--- src/event_flag_pkg.sv ---
// constants shared by the gauge event flag block
package event_flag_pkg;
    localparam int          FLAG_COUNT          = 16;
    localparam logic [7:0]  EVENT_FLAGS_ADDR    = 8'h0a;
    localparam logic [7:0]  EVENT_MASKS_ADDR    = 8'h0b;
    localparam logic [7:0]  EVENT_CLEAR_ADDR    = 8'h0c;
    localparam logic [15:0] FLAGS_RESET         = 16'h0000;
    localparam logic [15:0] MASKS_RESET         = 16'h0000;
    localparam logic [15:0] READ_IDLE_VALUE     = 16'h0000;
    localparam int          OVER_TEMP_BIT       = 0;
    localparam int          PACK_LINK_ERR_BIT   = 1;
    localparam int          UNDER_VOLT_BIT      = 2;
    localparam int          HIGH_CHARGE_BIT     = 3;
    localparam int          UNDER_TEMP_BIT      = 4;
    localparam int          FW_PULSE_BIT        = 5;
    localparam int          LIMIT_TEST_BIT      = 6;
    localparam int          EMPTY_CHARGE_BIT    = 7;
    localparam int          LOW_ENTER_BIT       = 8;
    localparam int          LOW_EXIT_BIT        = 9;
    localparam int          GAUGE_ACTIVE_BIT    = 10;
    localparam int          CONFIG_READY_BIT    = 11;
    localparam int          WATCHDOG_BIT        = 12;
    localparam int          RELAY_DONE_BIT      = 13;
    localparam int          NEAR_FULL_BIT       = 14;
    localparam int          PACK_OVERVOLT_BIT   = 15;
endpackage

--- src/gauge_event_flag_register.sv ---
// gauge event flag register with mask, self-clearing clears and alert pin
// Functional notes
// - flag register sets only from hardware; host writes to it are ignored
// - clear bits written one fall back to zero the next cycle by themselves
// - bit 0 sets on pack over-temperature
// - bit 1 sets on pack link transaction error
// - bit 2 sets on pack under-voltage
// - bit 3 sets when charge meets or exceeds high threshold
// - bit 4 sets on under-temperature alarm
// - bit 5 is a heartbeat the firmware sets
// - bit 6 sets on limit-check threshold detection
// - bit 7 sets on zero charge declared
// - bit 8 sets when charge reaches or falls below low threshold
// - bit 9 sets when charge rises back above low threshold
// - bit 10 sets when gauging becomes active
// - bit 11 sets when ready for configuration
// - bit 12 sets on watchdog expiry
// - bit 13 sets on relay master transaction complete
// - bit 14 sets on almost-full charge
// - bit 15 sets when pack voltage exceeds threshold
// - each flag has a mask bit, zero enables, resets to zero
// - each flag has a self-clearing clear bit written as one
`timescale 1ns/1ps
module gauge_event_flag_register
    import event_flag_pkg::*;
#(
    parameter int FLAGS = FLAG_COUNT
)
(
    // clock and reset
    input  wire logic             clk,
    input  wire logic             rst_n,
    // register port from the serial management slave
    input  wire logic [7:0]       reg_addr,
    input  wire logic             reg_wr,
    input  wire logic             reg_rd,
    input  wire logic [FLAGS-1:0] reg_wdata,
    output logic      [FLAGS-1:0] reg_rdata,
    // hardware event conditions (levels)
    input  wire logic             over_temperature,
    input  wire logic             pack_link_error,
    input  wire logic             under_voltage,
    input  wire logic [7:0]       charge_level,
    input  wire logic [7:0]       high_charge_threshold,
    input  wire logic [7:0]       low_charge_threshold,
    input  wire logic             under_temperature,
    input  wire logic             limit_test_hit,
    input  wire logic             empty_charge,
    input  wire logic             gauging_active,
    input  wire logic             config_ready,
    input  wire logic             watchdog_expired,
    input  wire logic             relay_master_done,
    input  wire logic             near_full,
    input  wire logic             pack_overvolt,
    // firmware pulse
    input  wire logic             firmware_pulse,
    // alert pin and status
    output logic                  alert_n,
    output logic      [FLAGS-1:0] event_flags,
    output logic      [FLAGS-1:0] event_masks
);
    logic [FLAGS-1:0] cond_lvl;
    logic [FLAGS-1:0] cond_rise;
    logic [FLAGS-1:0] set_vec;
    logic [FLAGS-1:0] flag_vec;
    logic [FLAGS-1:0] mask_r;
    logic [FLAGS-1:0] clear_r;
    logic [FLAGS-1:0] rdata_nxt;
    logic [FLAGS-1:0] rdata_r;
    logic             alert_n_r;
    logic             high_hit;
    logic             low_hit;

    // charge comparisons against the alarm thresholds
    assign high_hit = charge_level >= high_charge_threshold;
    assign low_hit  = charge_level <= low_charge_threshold;

    // levels are edge-detected so a clear holds until the cause recurs
    always_comb
    begin
        cond_lvl                    = '0;
        cond_lvl[OVER_TEMP_BIT]     = over_temperature;
        cond_lvl[PACK_LINK_ERR_BIT] = pack_link_error;
        cond_lvl[UNDER_VOLT_BIT]    = under_voltage;
        cond_lvl[HIGH_CHARGE_BIT]   = high_hit;
        cond_lvl[UNDER_TEMP_BIT]    = under_temperature;
        cond_lvl[FW_PULSE_BIT]      = firmware_pulse;
        cond_lvl[LIMIT_TEST_BIT]    = limit_test_hit;
        cond_lvl[EMPTY_CHARGE_BIT]  = empty_charge;
        cond_lvl[LOW_ENTER_BIT]     = low_hit;
        cond_lvl[LOW_EXIT_BIT]      = ~low_hit;
        cond_lvl[GAUGE_ACTIVE_BIT]  = gauging_active;
        cond_lvl[CONFIG_READY_BIT]  = config_ready;
        cond_lvl[WATCHDOG_BIT]      = watchdog_expired;
        cond_lvl[RELAY_DONE_BIT]    = relay_master_done;
        cond_lvl[NEAR_FULL_BIT]     = near_full;
        cond_lvl[PACK_OVERVOLT_BIT] = pack_overvolt;
    end

    event_edge_detect #(
        .WIDTH    (FLAGS)
    ) u_edge (
        .clk      (clk),
        .rst_n    (rst_n),
        .level_in (cond_lvl),
        .rise_out (cond_rise)
    );

    // exit flag needs a prior stay at or below: the edge detector starts at zero,
    // so a charge already above threshold at reset would fire without this guard
    logic been_low_r;
    always_ff @(posedge clk or negedge rst_n)
    begin
        if (!rst_n)
            been_low_r <= 1'b0;
        else if (low_hit)
            been_low_r <= 1'b1;
    end

    always_comb
    begin
        set_vec               = cond_rise;
        set_vec[LOW_EXIT_BIT] = cond_rise[LOW_EXIT_BIT] & been_low_r;
    end

    genvar gi;
    generate
        for (gi = 0; gi < FLAGS; gi++)
        begin : g_flag
            event_flag_bit u_bit (
                .clk     (clk),
                .rst_n   (rst_n),
                .set_evt (set_vec[gi]),
                .clr_evt (clear_r[gi]),
                .flag_r  (flag_vec[gi])
            );
        end
    endgenerate

    // mask register, zero enables
    always_ff @(posedge clk or negedge rst_n)
    begin
        if (!rst_n)
            mask_r <= MASKS_RESET;
        else if (reg_wr && reg_addr == EVENT_MASKS_ADDR)
            mask_r <= reg_wdata;
    end

    // clear bits hold one cycle then return to zero without host help
    always_ff @(posedge clk or negedge rst_n)
    begin
        if (!rst_n)
            clear_r <= '0;
        else if (reg_wr && reg_addr == EVENT_CLEAR_ADDR)
            clear_r <= reg_wdata;
        else
            clear_r <= '0;
    end

    // writes to the flag address are dropped: no path from reg_wdata to flags
    always_comb
    begin
        rdata_nxt = READ_IDLE_VALUE;
        case (reg_addr)
            EVENT_FLAGS_ADDR: rdata_nxt = flag_vec;
            EVENT_MASKS_ADDR: rdata_nxt = mask_r;
            EVENT_CLEAR_ADDR: rdata_nxt = clear_r;
            default:          rdata_nxt = READ_IDLE_VALUE;
        endcase
    end

    always_ff @(posedge clk or negedge rst_n)
    begin
        if (!rst_n)
            rdata_r <= READ_IDLE_VALUE;
        else if (reg_rd)
            rdata_r <= rdata_nxt;
    end

    // registered alert avoids glitches on the pin
    always_ff @(posedge clk or negedge rst_n)
    begin
        if (!rst_n)
            alert_n_r <= 1'b1;
        else
            alert_n_r <= ~|(flag_vec & ~mask_r);
    end

    assign reg_rdata   = rdata_r;
    assign alert_n     = alert_n_r;
    assign event_flags = flag_vec;
    assign event_masks = mask_r;
endmodule

--- src/event_flag_bit.sv ---
// one sticky event flag: set by hardware, cleared by host
`timescale 1ns/1ps
module event_flag_bit
(
    // clock and reset
    input  wire logic clk,
    input  wire logic rst_n,
    // control
    input  wire logic set_evt,
    input  wire logic clr_evt,
    // state
    output logic      flag_r
);
    // set wins over a coinciding clear so no event is lost
    always_ff @(posedge clk or negedge rst_n)
    begin
        if (!rst_n)
            flag_r <= 1'b0;
        else if (set_evt)
            flag_r <= 1'b1;
        else if (clr_evt)
            flag_r <= 1'b0;
    end
endmodule

--- src/event_edge_detect.sv ---
// rising edge detector that turns an event level into a one-cycle set pulse
`timescale 1ns/1ps
module event_edge_detect
#(
    parameter int WIDTH = 16
)
(
    // clock and reset
    input  wire logic             clk,
    input  wire logic             rst_n,
    // levels
    input  wire logic [WIDTH-1:0] level_in,
    // pulses
    output logic      [WIDTH-1:0] rise_out
);
    logic [WIDTH-1:0] prev_r;

    always_ff @(posedge clk or negedge rst_n)
    begin
        if (!rst_n)
            prev_r <= '0;
        else
            prev_r <= level_in;
    end

    assign rise_out = level_in & ~prev_r;
endmodule

--- config.mk ---
export PLATFORM = sky130hd
export DESIGN_NAME = gauge_event_flag_register
export DESIGN_NICKNAME = d
export VERILOG_FILES = /design/src/event_flag_pkg.sv /design/src/gauge_event_flag_register.sv /design/src/event_flag_bit.sv /design/src/event_edge_detect.sv
export SDC_FILE = /design/constraint.sdc
export NUM_CORES = 1
export LEC_CHECK = 0
export BUFFER_PORTS_ARGS = -buffer_cell sky130_fd_sc_hd__buf_2
export CORE_MARGIN = 2
export CORE_UTILIZATION = 45
export DETAILED_ROUTE_END_ITERATION = 12
export GPL_TIMING_DRIVEN = 0
export PLACE_DENSITY_LB_ADDON = 0.25
export SLEW_MARGIN = 0
export SYNTH_ARGS = -nofsm -noshare
export SYNTH_HDL_FRONTEND = slang
export SYNTH_SLANG_ARGS = --single-unit
--- constraint.sdc ---
create_clock -name clk -period 2.8 [get_ports clk]
set_input_delay 0.7 -clock clk [delete_from_list [all_inputs] [get_ports clk]]
set_output_delay 0.7 -clock clk [all_outputs]
set_load 0.02 [all_outputs]
# Word level (Yosys, flattened, before mapping)
# Cells that the tools add are included.
# Widths: inputs -> output; s select.
[op_classes]
reduce_logical = 20
bitwise = 6
n_eq_ne = 3
mux = 34
magnitude_cmp = 2
[op_table]
columns = ["op", "n"]
rows = [
  ["$pmux 16 s3", 1],
  ["$and 16x16->16", 2],
  ["$mux 1", 32],
  ["$not 16->16", 2],
  ["$reduce_bool 2->1", 16],
  ["$eq 8x4->1 const B", 3],
  ["$mux 16", 1],
  ["$reduce_or 16->1", 1],
  ["$ge 8x8->1", 1],
  ["$le 8x8->1", 1],
  ["$logic_and 1x1->1", 2],
  ["$and 1x1->1", 1],
  ["$logic_not 1->1", 1],
  ["$not 1->1", 1],
]
[totals]
regBits = 82
out_inout_bits = 49
inputBits = 65

# Logic depth before layout (Yosys ltp)
# Gate-level depths: netlist (run 1).
[logic_depth]
depth_word = 5
ltp_mapped = 6
ltp_nobuf = 6

# By module
# From an unflattened synthesis (run 1), not the netlist that was laid out.
[unflattened]
hier_cells = 330
area_unflattened_um2 = 3821.2
[by_module_without_submodules]
columns = ["module", "n_inst", "seq_area_each_um2", "cells_each", "area_per_inst_um2"]
rows = [
  ["gauge_event_flag_register", 1, 1252.5, 250, 2620.0],
  ["event_edge_detect", 1, 400.4, 32, 620.6],
  ["event_flag_bit", 16, 25.0, 3, 36.3],
]

# Worst setup path before layout (run 1)
# No wires, ideal clock.
[synth_path]
path_type = "input port to flip-flop"
start = "in charge_level[0]"
end = "reg u_edge.prev_r[3]"
slack_ns = 0.738
path_buffers = 0
t_required_ns = 2.669
cell_stages = 6
arrival_ns = 1.930
setup_ns = 0.131
cell_sequence = "inv_1 ha_1 nand2b_1 a2111oi_0 nor3_1 or3_1"
[synth_between]
elab_chain_cells = 1
[synth_lines]
columns = ["item", "line_no", "source"]
rows = [
  ["start, declared", "gauge_event_flag_register.sv:43", "input wire logic [7:0] charge_level,"],
  ["$ge 8x8->1", "gauge_event_flag_register.sv:75", "assign high_hit = charge_level >= high_charge_threshold;"],
  ["net cond_lvl[3]", "gauge_event_flag_register.sv:62", "logic [FLAGS-1:0] cond_lvl;"],
  ["end signal, assigned", "event_edge_detect.sv:23", "prev_r <= level_in;"],
  ["end, declared", "event_edge_detect.sv:16", "logic [WIDTH-1:0] prev_r;"],
]
# The timed path passes the listed nets, and every way through them passes these cells.
# A chain may end at the register's enable or synchronous reset.

# Worst setup path after layout (run 1)
# Ends and elaborated chain as after synthesis.

==> results of run 1 <==
path summary, 6_finish.rpt:
| kind | slack, ns | end | startpoint | cells past startpoint |
|---|---|---|---|---|
| setup / recovery | 0.90 | u_edge.prev_r[3] | charge_level[0] | 7 |
| hold / removal | 0.20 | clear_r[0] | rst_n | 1 |
| setup reg to reg | 1.65 | g_flag[3].u_bit.flag_r | g_flag[3].u_bit.flag_r | 4 |
| hold reg to reg | 0.41 | g_flag[10].u_bit.flag_r | u_edge.prev_r[10] | 1 |
| max in group asynchronous | 1.98 | alert_n | rst_n | 2 |
| min in group clk | 0.41 | g_flag[10].u_bit.flag_r | u_edge.prev_r[10] | 1 |
area by class of cell:
type / instances / share of cell area
flip-flops and latches: 82 / 0.435
multi-input cells: 181 / 0.291
repair buffers: 114 / 0.126
inverters: 47 / 0.0373
plain buffers: 25 / 0.0368
clock buffers: 13 / 0.0336
well taps: 105 / 0.0278
clock inverters: 2 / 0.0127
synth_stat cells, types with 3 or more instances:
| master | count | share of area |
|---|---|---|
| dfrtp_1 | 81 | 0.54 |
| inv_1 | 47 | 0.047 |
| o22ai_1 | 22 | 0.036 |
| o21ai_0 | 18 | 0.024 |
| a21oi_1 | 17 | 0.023 |
| nor2b_1 | 17 | 0.028 |
| a22oi_1 | 16 | 0.032 |
| and2_1 | 16 | 0.026 |
| buf_4 | 16 | 0.032 |
| ha_1 | 16 | 0.053 |
| mux2_4 | 10 | 0.040 |
| nor2_1 | 7 | 0.0070 |
| mux2_2 | 6 | 0.018 |
| and4_1 | 5 | 0.012 |
| nand2_1 | 4 | 0.0040 |
| clkbuf_1 | 3 | 0.0030 |
worst reg2reg max path, cell delays in order (launching register included):
cell	delay [ns]
dfrtp_1	0.40
inv_1	0.10
nor2_1	0.06
or3_1	0.30
o22a_1	0.18
cells by family (layout without fill, tap and decap cells):
kind of cell,after synthesis,after routing
DFF,82,82
AOI/OAI and AO/OA,87,87
muxes,16,16
adders and majority gates,16,16
and+or+nand+nor,62,62
buffers and inverters,72,201
metrics by stage:
step	util	hold slack, ns	cells
after detailed placement	0.551	0.405	554
after global placement	0.547	0.403	553
final	0.578	0.198	569
after CTS	0.578	0.192	569
after global routing	0.578	0.194	569
after floorplan	-	0.399	335
sequential cells by signal (all words and copies together), names as in the netlist:
register / cells
g_flag.u_bit.flag_r: 16
alert_n: 1
been_low_r: 1
event_masks: 16
clear_r: 16
reg_rdata: 16
u_edge.prev_r: 16
power by group through the flow:
stage,Clock (W),Sequential [W],Combinational [W]
global placement,0,0.00126,0.000241
detailed placement,0,0.00126,0.000254
finish,0.000940,0.00124,0.000250
global route,0.00101,0.00125,0.000285
floorplan,0,0.00127,0.000112
CTS,0.000960,0.00124,0.000255
placed cells by master, fill, tap and decap left out, types with 2 or more instances in the layout:
cell type / count
a21oi_1: 17
a22oi_1: 16
and2_1: 16
and4_1: 5
buf_2: 114
buf_4: 17
buf_6: 2
bufinv_16: 2
clkbuf_1: 5
clkbuf_2: 2
clkbuf_8: 11
dfrtp_1: 81
ha_1: 16
inv_1: 47
mux2_2: 6
mux2_4: 10
nand2_1: 4
nor2_1: 7
nor2b_1: 17
nor3_1: 2
o211ai_1: 2
o21a_1: 2
o21ai_0: 18
o21ai_1: 2
o22ai_1: 22
or3_1: 2
per-layer routing:
layer  part of all wire  vias to the layer above
li1                   -                     1392
met1               0.44                     1340
met2               0.49                       77
met3              0.049                       16
met4              0.026                        0
met5                  0                        -
==> summary.md, run 1 <==
| Metric | Value |
|---|---|
| Status | finished clean |
| Internal power | about 0.0019 W |
| Vias/cell | just under 5 |
| Rows | 33 |
| Post-synthesis cell area | between 3000 and 4000 sq um |
| CTS tree | yes |
| Adder-cell area share of the yosys netlist | 0.0530 |
| Post_cts resized | 0 |
| CP max FO | 2 |
| Synth Area in XOR/XNOR | 0 |
| Iter 0 DRT Violations | 72 |
| ANT nets after route | 0 |
| Crit path capture type | flop |
| Number of buffers added on ports | 113 |
| Seq/Total Area, Yosys | 0.543 |
| CTS H-tree lvls | 3 |
| Layout cells sized above 1 | 0.369 |
| RSZ-0062 raised after global routing | false |
| Post-synthesis simple-gate area fraction | 0.110 |
| Final nets | between 500 and 600 |
| Vias | between 2000 and 3000 |
| Compound-Gate Fraction of Synth Area | 0.143 |
| Synth Instances | 335 |
| Sink Count | between 80 and 90 |
| Min-delay worst type | primary input to asynchronous set/reset pin |
| Worst Path Arrival | ~2.1 ns |
| Hold Vio Cnt, Final | 0 |
| Critical path type | primary input to flop |
| Clock-pin slew on the worst setup and hold paths | about 0.080 ns |
| Combinational Power Share | 0.103 |
| Critical path's largest stage delay | around 0.40 ns |
| Syn avg cell area | between 10 and 15 sq um |
| CTS hold repair buffers | 0 |
| Total global routing overflow | 0 |
| Largest family of logic cells by synthesized area | compound AO/OA/AOI/OAI gates |
| Worst-Skew Late Latency | ~0.34 ns |
| CP cell instances | buf_2, inv_1, ha_1, nand2b_1, a2111oi_0, nor3_1, or3_1 |
| Yosys cell types | 42 |
| Placed cell area | 4510 sq um |
| # IOs | about 110 |
| Sw Ratio | 0.227 |
| M2 GR Usage | 0.335 |
| Footprint of the multi-input gates | 1380 sq um |
| Core area | 8180 sq um |
| Storage element area | between 2000 and 2500 sq um |
| Final Total Pwr | about 0.0024 W |
| F_max | ~530 MHz |
| Routability Congestion | roughly 0.8 |
| Switch Pwr | around 0.00055 W |
| Met1 Use GR | 0.259 |
| Period utilisation layout | 0.680 |
| Residual DRC | 0 |
| Clock Path Buffers | 2 |
| Vias in the first global route | 2884 |
| Setup Viol. Count Final | 0 |
| Mapped Nets | approximately 420 |
| Total Routed Length | approximately 8500 microns |
| Critical-path top delay cell | a2111oi_0 |
| Leakage | roughly 2.6 nW |
| CTS buffer count | 9 |
| Ys async rst share | 1.00 |
| Clock power frac | 0.387 |
| Post-synth EDFFs | 0 |
| Dominant synthesized flop cell | dfrtp_1 |
| Gr usage total | 0.203 |
| Worst path required time | around 3.0 ns |
| Final Cell Area | around 4700 sq um |
| CP bufs+invs | 2 |
| Yosys reg bits | ~80 |
| Syn. warnings | 0 |
| Max rail drop VDD | about 0.26 mV |
| Chip width | roughly 96 microns |
| Place WS | around 0.5 ns |
| First-pass GRT wire length | 13900 microns |
| # Max-Cap Violations | 0 |
| Layer with the highest usage | met2 |
| Pin count of the biggest net entering global routing | 70 |
| Area delta synth->final | 25.0% |
| Setup total negative slack | 0 ns |
| Diode count | 0 |
| Initial antenna violation count | 0 |
| Root Driver | clkbuf_8 |
| Die Span Y | 95.6 microns |
| Max-slew violation count | 0 |
| Layout Skew | about 0.010 ns |
| Startpoint type of the worst setup path | primary input |
| Slew margin rel. | 0.638 |
| Met3 GRT Util | 0.0466 |
| Wire length per cell | between 10 and 15 microns |
| Worst-margin pin slew | approximately 0.54 ns |
| Post-CTS setup buffer count | 0 |
| Pre-Repair DR Iteration Count | 4 |
| Crit path max-delay family | simple AND/OR/NAND/NOR gates |
| Min Tclk post-route | roughly 1.9 ns |
| # fillers | approximately 740 |
| Mux share of post-synthesis cell area | 0.0576 |
| PwrDens | about 500 nW/um^2 |
| Initial Util | 0.462 |
| DPL Wire Length | 6350 microns |
| Die area | 9150 sq um |
| PnR worst setup slack | roughly 0.9 ns |
| Reg power frac | 0.511 |
(Power assumes the default switching activity.)
==> run 2, diff against run 1 <==
==> constraint.sdc (replaced) <==
create_clock -name clk -period 1.65 [get_ports clk]
set_input_delay 0.4125 -clock clk [delete_from_list [all_inputs] [get_ports clk]]
set_output_delay 0.4125 -clock clk [all_outputs]
set_load 0.02 [all_outputs]
==> run 2 against run 1 <==
Via count up 2.9%. First-iteration DRC count up 85%. Flip-flop and latch count unchanged. Setup slack worse by 0.79 ns. Highest routed layer unchanged. Design area up 0.32%. Utilization up 0.18 points. Clock power up 48%. Hold slack worse by 0.027 ns. Sequential power up 69%. Total power up 62%. Wire length up 5.2%.
==> summary.md, run 2 (synthesis results as in run 1) <==
| Metric | Value |
|---|---|
| Clock power frac | 0.353 |
| Pin count of the biggest net entering global routing | 64 |
| Commonest non-fill, non-tap cell in the layout | buf_2 |
| CP cell instances | buf_2, nor3_4, and3_1, clkbuf_2, and2_1 |
| Fin cells | 570 |
| First-pass GRT wire length | approximately 14000 microns |
| Critical-path top delay cell | and3_1 |
| Leakage | 2.56 nW |
| Clock-pin slew on the worst setup and hold paths | ~0.080 ns |
| Crit path capture type | flop |
| Vias in the first global route | around 3000 |
| Hold Vio Cnt, Final | 0 |
| Most frequent cells in the layout | buf_2, dfrtp_1, inv_1 |
| Slew margin rel. | 0.601 |
| Core area | approximately 8200 sq um |
| Number of buffers added on ports | around 110 |
| Sink Count | 82 |
| F_max | approximately 650 MHz |
| # IOs | ~110 |
| Max rail drop VDD | 0.368 mV |
| ANT nets after route | 0 |
| # Max-Cap Violations | 0 |
| Residual DRC | 0 |
| Pre-Repair DR Iteration Count | 5 |
| CP max FO | 10 |
| Placed cells | ~550 |
| CTS H-tree lvls | 3 |
| Vias/cell | about 5 |
| DPL Wire Length | about 6500 microns |
| Initial Util | 0.462 |
| # fillers | 742 |
| PwrDens | 832 nW/um^2 |
| Setup Viol. Count Final | 0 |
| CTS buffer count | 9 |
| Startpoint type of the worst setup path | primary input |
| Die Span Y | roughly 96 microns |
| Rows | 33 |
| RSZ-0062 raised after global routing | false |
| CTS tree | yes |
| Total global routing overflow | 0 |
| Routability Congestion | roughly 0.75 |
| Total Routed Length | 8920 microns |
| Iter 0 DRT Violations | approximately 130 |
| Period utilisation layout | 0.936 |
| Reg power frac | 0.534 |
| Combinational Power Share | 0.113 |
| Layout cells sized above 1 | 0.385 |
| Wire length per cell | roughly 16 microns |
| Worst-Skew Late Latency | 0.35 ns |
| Diode count | 0 |
| Area delta synth->final | 25.4% |
| Sw Ratio | 0.252 |
| Max-slew violation count | 0 |
| Gr usage total | 0.212 |
| Worst path required time | 1.95 ns |
| Critical path type | primary input to flop |
| Worst-margin pin slew | between 0.5 and 0.6 ns |
| Min-delay worst type | primary input to flop |
| Chip width | about 96 microns |
| Status | finished clean |
| Clock Path Buffers | 2 |
| Worst Path Arrival | around 1.8 ns |
| Die area | 9150 sq um |
| Post-CTS setup buffer count | 0 |
| Final nets | around 540 |
| Layout Skew | just under 0.01 ns |
| Switch Pwr | 0.000993 W |
| Final Total Pwr | roughly 0.0039 W |
| Internal power | roughly 0.0029 W |
| Root Driver | clkbuf_8 |
| Min Tclk post-route | 1.54 ns |
| Vias | roughly 2900 |
| Initial antenna violation count | 0 |
| Critical path's largest stage delay | 0.41 ns |
## run 2: cell count changes in the layout (fill, tap and decap cells not counted), moves of 2 or more
| cell | before | now |
|---|---|---|
| clkinv_2 | 0 | 4 |
| clkbuf_1 | 5 | 1 |
| clkbuf_8 | 11 | 9 |
| clkbuf_2 | 2 | 4 |
## run 2: stage by stage
step	utilization	cell area, sq um	setup WS (ns)	hold WS, ns	setup TNS (ns)
detailed placement	0.556	4540	-0.437	0.324	-9.62
global placement	0.552	4510	-0.448	0.403	-44.43
floorplan	-	3820	0.0285	0.117	0
finish	0.580	4740	0.105	0.171	0
CTS	0.580	4740	0.0937	0.157	0
global route	0.580	4740	0.00991	0.153	0
## run 2: worst max-delay path: cells and delay by family
kind,cells,cell delay (ns)
AND/OR/NAND/NOR,3,0.97
buffers and inverters,2,0.46
## run 2: layout make-up
type	count	area (sq um)	area share
Clock inverter	6	58.8	0.0124
Inverter	47	176	0.0372
Multi-Input combinational cell	181	1410	0.298
Tap cell	105	131	0.0277
Timing Repair Buffer	115	606	0.128
Sequential cell	82	2050	0.433
Clock buffer	9	124	0.0261
Buffer	25	176	0.0372
## run 2: what timing repair did
item | CTS | global route
setup endpoints to repair | 10 | 2
endpoints found under the hold margin | 19 | 0
resized for setup | 1 | 2
hold buffers | 1 | 0
## run 2: worst paths after layout
| path | start | endpoint | slack, ns | depth (start not counted) |
|---|---|---|---|---|
| max | reg_addr[0] | clear_r[13] | 0.11 | 5 |
| min | over_temperature | u_edge.prev_r[0] | 0.17 | 1 |
| max reg2reg | g_flag[3].u_bit.flag_r | g_flag[3].u_bit.flag_r | 0.49 | 4 |
| min reg2reg | u_edge.prev_r[10] | g_flag[10].u_bit.flag_r | 0.41 | 1 |
| max in group asynchronous | rst_n | alert_n | 0.54 | 3 |
| min in group asynchronous | rst_n | g_flag[10].u_bit.flag_r | 0.47 | 2 |
## run 2: power by group through the flow
stage	clock (W)	combinational (W)	sequential, W
6_report	0.00139	0.000447	0.00210
2_1_floorplan	0	0.000206	0.00216
3_3_place_gp	0	0.000430	0.00214
4_1_cts	0.00142	0.000457	0.00210
5_1_grt	0.00151	0.000499	0.00211
3_5_place_dp	0	0.000453	0.00214
## run 2: routing by layer
layer,GRT usage,part of all wire
met5,0,0
met1,0.255,0.43
met3,0.0451,0.048
met4,0.0833,0.013
met2,0.371,0.51
==> run 3, diff against run 2 <==
--- a/config.mk
+++ b/config.mk
@@ -5,10 +5,11 @@
 export SDC_FILE = /design/constraint.sdc
 export NUM_CORES = 1
 export LEC_CHECK = 0
-export BUFFER_PORTS_ARGS = -buffer_cell sky130_fd_sc_hd__buf_2
+export BUFFER_PORTS_ARGS = -buffer_cell sky130_fd_sc_hd__buf_4
 export CORE_MARGIN = 2
-export CORE_UTILIZATION = 45
+export CORE_UTILIZATION = 46
 export DETAILED_ROUTE_END_ITERATION = 12
+export GPL_ROUTABILITY_DRIVEN = 1
 export GPL_TIMING_DRIVEN = 0
 export PLACE_DENSITY_LB_ADDON = 0.25
 export SLEW_MARGIN = 0
==> run 3 against run 2 <==
Die area shrank 2.1%. Setup slack gained 0.023 ns. Sequential power is essentially flat. Largest cell class unchanged. Register-to-register slack is essentially flat. Highest routed layer unchanged. Utilization grew 4.5 points. Wire length grew 2.8%. Hold slack gained 0.0022 ns. Non-clock buffer count is the same.
==> summary.md, run 3 (synthesis results as in run 1) <==
| Metric | Value |
|---|---|
| Status | finished clean |
| CTS hold repair buffers | 0 |
| Chip width | 94.6 microns |
| Initial Util | 0.467 |
| Max-slew violation count | 0 |
| Clock Path Buffers | 2 |
| Hold Path End | u_edge.prev_r[7] |
| Initial antenna violation count | 0 |
| Worst r2r src | g_flag[3].u_bit.flag_r |
| WHS Path Cells | 1 |
| Pin count of the biggest net entering global routing | 83 |
| Hold Vio Cnt, Final | 0 |
| Total Routed Length | 9170 microns |
| Vias | around 2900 |
| Hold path startpoint | empty_charge |
| ANT nets after route | 0 |
| Wire length per cell | approximately 16 microns |
| PnR worst setup slack | around 0.13 ns |
| Area delta synth->final | 33.8% |
| Max rail drop VDD | 0.488 mV |
| Period utilisation layout | 0.922 |
| Sink Count | about 80 |
| Gr usage total | 0.221 |
| Setup Viol. Count Final | 0 |
| First-pass GRT wire length | about 15000 microns |
| Min-delay worst type | primary input to flop |
| F_max | between 600 and 700 MHz |
| Place WS | -0.506 ns |
| Rows | 33 |
| Core area | ~8100 sq um |
| Worst Path Arrival | 1.78 ns |
| Pre-Repair DR Iteration Count | 4 |
| Fin cells | around 570 |
| Critical path type | primary input to flop |
| Worst-margin pin slew | between 1 and 1.5 ns |
| Total global routing overflow | 0 |
| Die area | 8960 sq um |
| Worst R2R Path Depth | 4 |
| Final Total Pwr | 0.00435 W |
| Leakage | 2.65 nW |
| CTS tree | yes |
| Min Tclk post-route | around 1.5 ns |
| Setup total negative slack | 0 ns |
| Placed cell area | about 4800 sq um |
| Startpoint type of the worst setup path | primary input |
| Reg2reg setup slack | approximately 0.5 ns |
| Critical path's largest stage delay | between 0.3 and 0.4 ns |
| Commonest non-fill, non-tap cell in the layout | buf_4 |
| # IOs | around 110 |
| Root Driver | clkbuf_8 |
| Worst path required time | roughly 1.9 ns |
| Most frequent cells in the layout | buf_4, dfrtp_1, inv_1 |
| Diode count | 0 |
| Critical-path top delay cell | buf_2 |
| Iter 0 DRT Violations | 70 |
| DPL Wire Length | ~6600 microns |
| CTS H-tree lvls | 3 |
| Reg-to-Reg End | g_flag[3].u_bit.flag_r |
| PwrDens | 860 nW/um^2 |
| Slew margin rel. | 0.329 |
| Clock-pin slew on the worst setup and hold paths | about 0.090 ns |
| # Max-Cap Violations | 0 |
| Worst-Skew Late Latency | ~0.35 ns |
| Final nets | approximately 540 |
| Crit path capture type | flop |
| Residual DRC | 0 |
| Number of buffers added on ports | about 110 |
| Routability Congestion | 0.854 |
| Placed cells | around 550 |
| CP max FO | 10 |
| CP cell instances | buf_4, and3b_2, and2b_1, clkbuf_2, buf_2, a22oi_1, o21ai_0 |
| RSZ-0062 raised after global routing | false |
| Vias in the first global route | just over 3000 |
| Die Span Y | roughly 95 microns |
| Layout cells sized above 1 | 0.386 |
| Layout Skew | approximately 0.012 ns |
| Worst setup path start | reg_addr[2] |
| CTS buffer count | 9 |
| Final Cell Area | 5060 sq um |
| Vias/cell | 5.05 |
[run 3: where the power goes]
part | switching, W | internal, W
sequential | 0.0000431 | 0.00206
combinational | 0.000243 | 0.000254
clock | 0.000733 | 0.00101
total | 0.00102 | 0.00333
[run 3: cell type report]
class,count,area [sq um]
repair buffers,115,863
well taps,105,131
flip-flops and latches,82,2050
multi-input cells,181,1410
clock inverters,6,115
fillers,703,3040
clock buffers,10,128
plain buffers,25,176
inverters,47,176
[run 3: worst max-delay path by stage]
| stage | to | slack [ns] | cells after the start |
|---|---|---|---|
| after floorplan | u_edge.prev_r[3] | 0.03 | 5 |
| after global placement | reg_rdata[10] | -0.42 | 5 |
| after detailed placement | reg_rdata[12] | -0.51 | 5 |
| after CTS | reg_rdata[12] | 0.04 | 5 |
| final | reg_rdata[12] | 0.13 | 7 |
| after global routing | clear_r[10] | 0.05 | 5 |
[run 3: stage by stage]
step                      hold WS (ns)  utilization
after floorplan                  0.117            -
after global placement           0.404        0.593
after detailed placement         0.417        0.593
after CTS                        0.159        0.623
after global routing             0.155        0.625
final                            0.174        0.625
[run 3: per-layer routing]
layer / wire [microns] / up-vias / global-route usage / share of wire
met5: 0 / - / 0 / 0
met4: 197 / 0 / 0.104 / 0.021
met3: 552 / 19 / 0.0423 / 0.060
met2: 4520 / 92 / 0.370 / 0.49
met1: 3900 / 1382 / 0.276 / 0.43
li1: - / 1392 / - / -
[run 3: critical path, delay by kind of cell]
family | cells | cell delay [ns]
AO/OA/AOI/OAI | 2 | 0.29
buffers and inverters | 3 | 0.63
AND/OR/NAND/NOR | 2 | 0.44
[run 3: timing repair]
item / CTS / global route
pin swaps: 0 / 1
resized for setup: 1 / 2
setup buffers: 0 / 2
setup endpoints to repair: 10 / 9
